<file path="src/logic/acc_defs.svh">
// acc_defs.svh: offsets, field positions, reset values of the channel one
// configuration registers. assumes inclusion by bare name only.
`ifndef ACC_DEFS_SVH
`define ACC_DEFS_SVH

// =========================================================
// register offsets
`define ACC_OFS_INPUT_CONFIG 8'h3C
`define ACC_OFS_ANALOG_GAIN 8'h3D
`define ACC_OFS_DIGITAL_VOLUME 8'h3E
`define ACC_OFS_GAIN_TRIM 8'h3F

// =========================================================
// reset values
`define ACC_RST_INPUT_CONFIG 8'h00
`define ACC_RST_ANALOG_GAIN 8'h00
`define ACC_RST_DIGITAL_VOLUME 8'hC9
`define ACC_RST_GAIN_TRIM 8'h80

// =========================================================
// writable bit masks, read-only bits return zero
`define ACC_MASK_INPUT_CONFIG 8'hFD
`define ACC_MASK_ANALOG_GAIN 8'hFF
`define ACC_MASK_DIGITAL_VOLUME 8'hFF
`define ACC_MASK_GAIN_TRIM 8'hF0

// =========================================================
// field positions
`define ACC_BIT_SOURCE_KIND 7
`define ACC_SRC_HI 6
`define ACC_SRC_LO 5
`define ACC_BIT_COUPLING 4
`define ACC_IMP_HI 3
`define ACC_IMP_LO 2
`define ACC_BIT_RANGE_EN 0
`define ACC_GAIN_HI 7
`define ACC_GAIN_LO 1
`define ACC_BIT_GAIN_NEG 0
`define ACC_TRIM_HI 7
`define ACC_TRIM_LO 4

// =========================================================
// code limits
`define ACC_GAIN_MAX_CODE 7'h54
`define ACC_VOL_MUTE_CODE 8'h00
`define ACC_RANGE_SEL_BIT 3

`endif

</file>
<file path="src/logic/acc_pkg.sv">
// acc_pkg: enumerated field codes for the channel one config bank.
// assumes nothing of its surroundings.
package acc_pkg;

   // =========================================================
   // source select codes
   typedef enum logic [1:0] {
      acc_src_diff = 2'h0,
      acc_src_single = 2'h1,
      acc_src_mic_stream = 2'h2,
      acc_src_reserved = 2'h3
   } acc_source_t;

   // =========================================================
   // impedance codes
   typedef enum logic [1:0] {
      acc_imp_2k5 = 2'h0,
      acc_imp_10k = 2'h1,
      acc_imp_20k = 2'h2,
      acc_imp_reserved = 2'h3
   } acc_impedance_t;

endpackage

</file>
<file path="src/logic/acc_config_bank.sv">
// acc_config_bank: channel one configuration registers and field outputs.
// assumes a control port on clk giving address, write strobe, data.
// How it works
// - bit seven picks microphone or line input
// - bits six-five choose differential, single, stream
// - coupling bit matters only for analog sources
// - bits three-two choose input impedance
// - bit one reads zero, written zero
// - bit zero enables range processing block
// - gain code half-dB steps, max 84
// - sign bit negates gain, high impedance only
// - volume code, mute at zero, resets 201
// - trim code tenth-dB steps, resets eight
// - trim low nibble reads zero
`timescale 1ns/1ps
`include "acc_defs.svh"

module acc_config_bank
   import acc_pkg::*;
(
   input wire logic clk,
   input wire logic rstn,
   input wire logic clk_en,
   input wire logic [7:0] reg_addr,
   input wire logic reg_wr,
   input wire logic [7:0] reg_wdata,
   output logic [7:0] reg_rdata,
   output logic reg_hit,
   input wire logic range_processing_select_reg,
   output logic chan1_source_kind,
   output acc_source_t chan1_source_select,
   output logic chan1_coupling_select,
   output acc_impedance_t chan1_impedance_select,
   output logic chan1_range_processing_enable,
   output logic chan1_range_enhancer_en,
   output logic chan1_range_compressor_en,
   output logic [6:0] chan1_gain_code,
   output logic chan1_gain_negative,
   output logic [7:0] chan1_volume_code,
   output logic chan1_volume_mute,
   output logic [3:0] chan1_gain_trim_code,
   output logic chan1_analog_active,
   output logic chan1_config_legal
);

   // =========================================================
   // address decode
   wire logic sel_cfg = (reg_addr == `ACC_OFS_INPUT_CONFIG);
   wire logic sel_gain = (reg_addr == `ACC_OFS_ANALOG_GAIN);
   wire logic sel_vol = (reg_addr == `ACC_OFS_DIGITAL_VOLUME);
   wire logic sel_trim = (reg_addr == `ACC_OFS_GAIN_TRIM);
   assign reg_hit = sel_cfg | sel_gain | sel_vol | sel_trim;

   logic [7:0] chan1_input_config;
   logic [7:0] chan1_analog_gain;
   logic [7:0] chan1_digital_volume;
   logic [7:0] chan1_gain_trim;
   logic src_ok;
   logic gain_ok;

   // =========================================================
   // registers; cells only change on write or reset
   acc_reg_cell #(
      .reset_value(`ACC_RST_INPUT_CONFIG),
      .write_mask(`ACC_MASK_INPUT_CONFIG)
   ) u_input_config (
      .clk(clk),
      .rstn(rstn),
      .clk_en(clk_en),
      .wr_en(reg_wr & sel_cfg),
      .wr_data(reg_wdata),
      .value(chan1_input_config)
   );

   acc_reg_cell #(
      .reset_value(`ACC_RST_ANALOG_GAIN),
      .write_mask(`ACC_MASK_ANALOG_GAIN)
   ) u_analog_gain (
      .clk(clk),
      .rstn(rstn),
      .clk_en(clk_en),
      .wr_en(reg_wr & sel_gain),
      .wr_data(reg_wdata),
      .value(chan1_analog_gain)
   );

   acc_reg_cell #(
      .reset_value(`ACC_RST_DIGITAL_VOLUME),
      .write_mask(`ACC_MASK_DIGITAL_VOLUME)
   ) u_digital_volume (
      .clk(clk),
      .rstn(rstn),
      .clk_en(clk_en),
      .wr_en(reg_wr & sel_vol),
      .wr_data(reg_wdata),
      .value(chan1_digital_volume)
   );

   acc_reg_cell #(
      .reset_value(`ACC_RST_GAIN_TRIM),
      .write_mask(`ACC_MASK_GAIN_TRIM)
   ) u_gain_trim (
      .clk(clk),
      .rstn(rstn),
      .clk_en(clk_en),
      .wr_en(reg_wr & sel_trim),
      .wr_data(reg_wdata),
      .value(chan1_gain_trim)
   );

   // =========================================================
   // read mux; unmapped addresses read zero
   assign reg_rdata = sel_cfg ? chan1_input_config :
      sel_gain ? chan1_analog_gain :
      sel_vol ? chan1_digital_volume :
      sel_trim ? chan1_gain_trim : 8'h00;

   // =========================================================
   // field outputs
   assign chan1_source_kind =
      chan1_input_config[`ACC_BIT_SOURCE_KIND];
   assign chan1_range_processing_enable =
      chan1_input_config[`ACC_BIT_RANGE_EN];
   assign chan1_gain_code =
      chan1_analog_gain[`ACC_GAIN_HI:`ACC_GAIN_LO];
   assign chan1_gain_negative =
      chan1_analog_gain[`ACC_BIT_GAIN_NEG];
   assign chan1_volume_code = chan1_digital_volume;
   assign chan1_volume_mute =
      (chan1_digital_volume == `ACC_VOL_MUTE_CODE);
   assign chan1_gain_trim_code =
      chan1_gain_trim[`ACC_TRIM_HI:`ACC_TRIM_LO];
   // a stream source also needs pin routing that this bank cannot check
   assign chan1_config_legal = src_ok & gain_ok;

   acc_field_decode u_decode (
      .input_config(chan1_input_config),
      .analog_gain(chan1_analog_gain),
      .range_processing_select_reg(range_processing_select_reg),
      .chan1_source_select(chan1_source_select),
      .chan1_impedance_select(chan1_impedance_select),
      .chan1_coupling_select(chan1_coupling_select),
      .chan1_analog_active(chan1_analog_active),
      .chan1_source_legal(src_ok),
      .chan1_gain_legal(gain_ok),
      .chan1_range_enhancer_en(chan1_range_enhancer_en),
      .chan1_range_compressor_en(chan1_range_compressor_en)
   );

endmodule // acc_config_bank

</file>
<file path="src/logic/acc_field_decode.sv">
// acc_field_decode: derives datapath controls from the raw register bytes.
// assumes register bytes come from flip-flops on the same clock.
`timescale 1ns/1ps
`include "acc_defs.svh"

module acc_field_decode
   import acc_pkg::*;
(
   input wire logic [7:0] input_config,
   input wire logic [7:0] analog_gain,
   input wire logic range_processing_select_reg,
   output acc_source_t chan1_source_select,
   output acc_impedance_t chan1_impedance_select,
   output logic chan1_coupling_select,
   output logic chan1_analog_active,
   output logic chan1_source_legal,
   output logic chan1_gain_legal,
   output logic chan1_range_enhancer_en,
   output logic chan1_range_compressor_en
);

   // =========================================================
   // field extraction
   wire logic [1:0] src_raw =
      input_config[`ACC_SRC_HI:`ACC_SRC_LO];
   wire logic [1:0] imp_raw =
      input_config[`ACC_IMP_HI:`ACC_IMP_LO];
   wire logic range_on = input_config[`ACC_BIT_RANGE_EN];
   wire logic gain_neg = analog_gain[`ACC_BIT_GAIN_NEG];
   wire logic [6:0] gain_code =
      analog_gain[`ACC_GAIN_HI:`ACC_GAIN_LO];

   assign chan1_source_select = acc_source_t'(src_raw);
   assign chan1_impedance_select = acc_impedance_t'(imp_raw);
   assign chan1_source_legal = (src_raw != 2'h3) && (imp_raw != 2'h3);
   assign chan1_analog_active = (src_raw != 2'h2);
   // coupling ignored for the microphone stream source
   assign chan1_coupling_select =
      chan1_analog_active & input_config[`ACC_BIT_COUPLING];
   // negative gain only allowed at the higher impedances
   assign chan1_gain_legal = (gain_code <= `ACC_GAIN_MAX_CODE) &&
      (!gain_neg || imp_raw == 2'h1 || imp_raw == 2'h2);
   // select bit lives elsewhere; here it only steers the enable
   assign chan1_range_enhancer_en =
      range_on & ~range_processing_select_reg;
   assign chan1_range_compressor_en =
      range_on & range_processing_select_reg;

endmodule // acc_field_decode

</file>
<file path="src/logic/acc_reg_cell.sv">
// acc_reg_cell: one 8-bit register with write mask and reset value.
// assumes write strobe and data on the same clock as the cell.
`timescale 1ns/1ps
`include "acc_defs.svh"

module acc_reg_cell
   import acc_pkg::*;
#(
   parameter logic [7:0] reset_value = 8'h00,
   parameter logic [7:0] write_mask = 8'hFF
)
(
   input wire logic clk,
   input wire logic rstn,
   input wire logic clk_en,
   input wire logic wr_en,
   input wire logic [7:0] wr_data,
   output logic [7:0] value
);

   // =========================================================
   // storage
   // masked bits stay at their reset value, which is zero for reserved bits
   always_ff @(posedge clk or negedge rstn)
   begin
      if (!rstn)
         value <= reset_value;
      else if (clk_en && wr_en)
         value <= (wr_data & write_mask) | (reset_value & ~write_mask);
   end

endmodule // acc_reg_cell

</file>
<file path="config.mk">
export PLATFORM = sky130hd
export DESIGN_NAME = acc_config_bank
export DESIGN_NICKNAME = d
export VERILOG_FILES = /design/src/logic/acc_pkg.sv /design/src/logic/acc_config_bank.sv /design/src/logic/acc_field_decode.sv /design/src/logic/acc_reg_cell.sv
export VERILOG_INCLUDE_DIRS = /design/src /design/src/logic
export SDC_FILE = /design/constraint.sdc
export NUM_CORES = 1
export LEC_CHECK = 0
export BUFFER_PORTS_ARGS = -buffer_cell sky130_fd_sc_hd__buf_2
export CORE_MARGIN = 1
export CORE_UTILIZATION = 48
export DETAILED_ROUTE_END_ITERATION = 12
export PLACE_DENSITY = 0.88
export SLEW_MARGIN = 0
export SYNTH_ARGS = -nofsm -noshare
export SYNTH_HDL_FRONTEND = slang
export SYNTH_HIERARCHICAL = 1
export SYNTH_SLANG_ARGS = --single-unit
</file>
<file path="constraint.sdc">
create_clock -name clk -period 1.5 [get_ports clk]
set_clock_uncertainty 0.1 [all_clocks]
set_input_delay 0.3 -clock clk [delete_from_list [all_inputs] [get_ports clk]]
set_output_delay 0.3 -clock clk [all_outputs]
set_load 0.02 [all_outputs]
</file>
==> flow_summary.toml <==
[floorplanning]
initial_core_util = 0.506
die_h_um = 58.5
rows = 20
die_w_um = 58.5
io_pins = 62
core-area_mm2 = 0.00303
die_area_mm2 = 0.00342

[detailed_routing]
postRouteWirelength_um = 5340
firstDrtPassIters = 4
wl_per_cell_um = 21.1
ant_nets = 0
vias = 1425
first_iter_violations = 84
drc = 0
post_drt_via_cell_ratio = 5.63

[global_routing]
grt_pass1_vias = 1443
antenna_found_initial = 0
grt_max_degree = 28
grt_first_pass_wirelength_um = 7400
globalRoute.totalOverflow = 0
grt_usage = 0.298

[timing]
finalMaxSlewViolations = 0
worstMarginPinSlew_ns = 0.606
worst_slack_ns = -0.491
finalCritPeriodShare = 1.33
fin_setup_tns_ns = -5.47
setup_viol = 23
rsz0062_at_grt = "yes"
hold_violations = 0
fmax_mhz = 502
max-slew-margin-rel = 0.596
post-route-min-period_ns = 1.99

[yosys]
seq_area_frac_synth = 0.445
yosysTopAreaCell = "dfrtp_1"
synth_compound_area_frac = 0.0180
postSynthAreaPerCell_um2 = 13.3
syn-cell-area_mm2 = 0.00153
synth_seq_cells = 27
synth_xor_area_frac = 0.00572
synth_mux_area_frac = 0.331
synth_top_family_by_area = "multiplexers"
yosys_warnings = 6
synth_top_area_share = 0.359
netlist_instances = 115
synth_edf_count = 0
synthDistinctLibCells = 29
synth-main-ff-cell = "dfrtp_1"
synthAdderAreaFrac = 0
synth-async-reset-ratio = 1.00
ys_top_cells_by_area = "dfrtp_1, mux2_2, mux4_2"
synth-simple-area-share = 0.138

[setup_path]
critPathLaunchType = "register"
endpoint = "reg_rdata[2]"
crit_type = "register to primary output"
critPathArrivalTime_ns = 1.59
end_kind = "primary output"
critPathMaxFanout = 3
r2r-end = "u_gain_trim/value[6]$_DFFE_PN0P_"
rrSetupSlack_ns = 0.26
startpoint = "u_digital_volume/value[2]$_DFFE_PN0P_"
r2r-start = "u_gain_trim/value[6]$_DFFE_PN0P_"
cp.required_ns = 1.10
reg2reg_depth = 4

[place]
dp_hpwl_um = 3110
dp_cells = 240
globalplace.congestion = 0.847
port_buffers = 61

[pwr]
power_density_mw_per_mm2 = 570
p_leak_nw = 1.24
finalPower_mw = 1.46
max-vdd-ir-drop_v = 0.000536

[cts]
clkLatencyLatePin_ns = 0.35
cts_buffers = 3
h-tree-depth = 1
clkTransAtPathRegs_ns = 0.16
cts_tree = "yes"
root_buffer = "clkbuf_4"
numClockSinks = 27
clockBufferDepth = 2

[finish]
layout_common_cells = "buf_6, buf_2, mux2_2"
areaGrowthSynthToFinish_pct = 67.2
final_cells = 253
nFillCells = 136
final_common_cell = "buf_6"
antenna_cells = 0
nets = 231
drive_above_1_share = 0.876

[min_path]
hold_class = "primary input to register"

[outcome]
violations = "setup timing"
outcome = "finished with violations"

[job]
cap_violations = 0
layout make-up:
cell class	count	area, um2	share of cell area
Multi-Input combinational cell	79	872	0.340
Tap cell	44	55.1	0.0215
Clock inverter	1	7.51	0.00293
Sequential cell	27	703	0.275
Timing Repair Buffer	99	901	0.352
Clock buffer	3	22.5	0.00879
critical path, cell delays in order, from the launching register on:
cell	delay [ns]
dfrtp_2	0.47
mux4_2	0.48
and3_4	0.17
buf_6	0.12
synthesized netlist by cell type (2+ instances only):
master and number:
and3_1 8, nor4_1 3, a21oi_1 2, dfrtp_1 22, and4_1 2, buf_4 9, or4_1 2, nand3b_1 2
mux2_2 23, nand2_2 4, conb_1 2, mux4_2 6, dfstp_2 5, mux2_4 4, mux4_1 2, and2_1 3
nor2_1 4
how the worst min path moves through the flow:
stage / cells after the start / end / startpoint / slack, ns
CTS: 2 / u_digital_volume/value[1]$_DFFE_PN0P_ / reg_wdata[1] / 0.09
floorplan: 0 / u_analog_gain/value[0]$_DFFE_PN0P_ / rstn / -0.1
finish: 2 / u_digital_volume/value[1]$_DFFE_PN0P_ / reg_wdata[1] / 0.10
global route: 2 / u_digital_volume/value[1]$_DFFE_PN0P_ / reg_wdata[1] / 0.08
global placement: 1 / u_input_config/value[2]$_DFFE_PN0P_ / rstn / 0.22
detailed placement: 1 / u_input_config/value[3]$_DFFE_PN0P_ / rstn / 0.24
sequential cells by signal, indices dropped and copies added, names as in the netlist:
signal,cells
u_digital_volume/value,8
u_gain_trim/value,4
u_input_config/value,7
u_analog_gain/value,8
logic make-up (layout without fill, tap and decap cells):
logic type             after synthesis  count (layout)
multiplexers                        35              35
AND/OR/NAND/NOR                     33              33
flip-flops                          27              27
buffers and inverters               12             103
AO/OA/AOI/OAI                        5               5
other                                2               5
XOR/XNOR                             1               1
layer usage:
metal	vias up	GRT usage	wire length (um)
met5	-	0	0
met4	0	0.105	133
met3	14	0.0484	337
met2	90	0.504	2800
met1	716	0.390	2070
li1	605	-	-
power breakdown:
part           internal [mW]  leakage [nW]  switching [mW]
sequential             0.753         0.329          0.0184
clock                  0.103        0.0139           0.247
combinational          0.178         0.892           0.162
total                   1.03          1.24           0.427
what timing repair did:
action                                  in CTS  in global routing
pin swaps                                   13                  1
gates resized for setup                     60                 41
hold buffers                                 1                  0
hold endpoints to repair                    22                  0
buffers inserted                             4                  6
endpoints found under the setup margin      30                 33
cloned                                       1                  0
through the flow:
| stage | utilization | hold WS [ns] | area, um2 | worst slack (ns) |
|---|---|---|---|---|
| 5_1_grt | 0.846 | 0.0781 | 2560 | -0.593 |
| 4_1_cts | 0.795 | 0.0935 | 2410 | -0.459 |
| 3_3_place_gp | 0.696 | 0.217 | 2110 | -0.357 |
| 2_1_floorplan | - | -0.0956 | 1630 | -0.0147 |
| 3_5_place_dp | 0.696 | 0.241 | 2110 | -0.468 |
| 6_report | 0.846 | 0.103 | 2560 | -0.491 |
(Power assumes the default switching activity.)
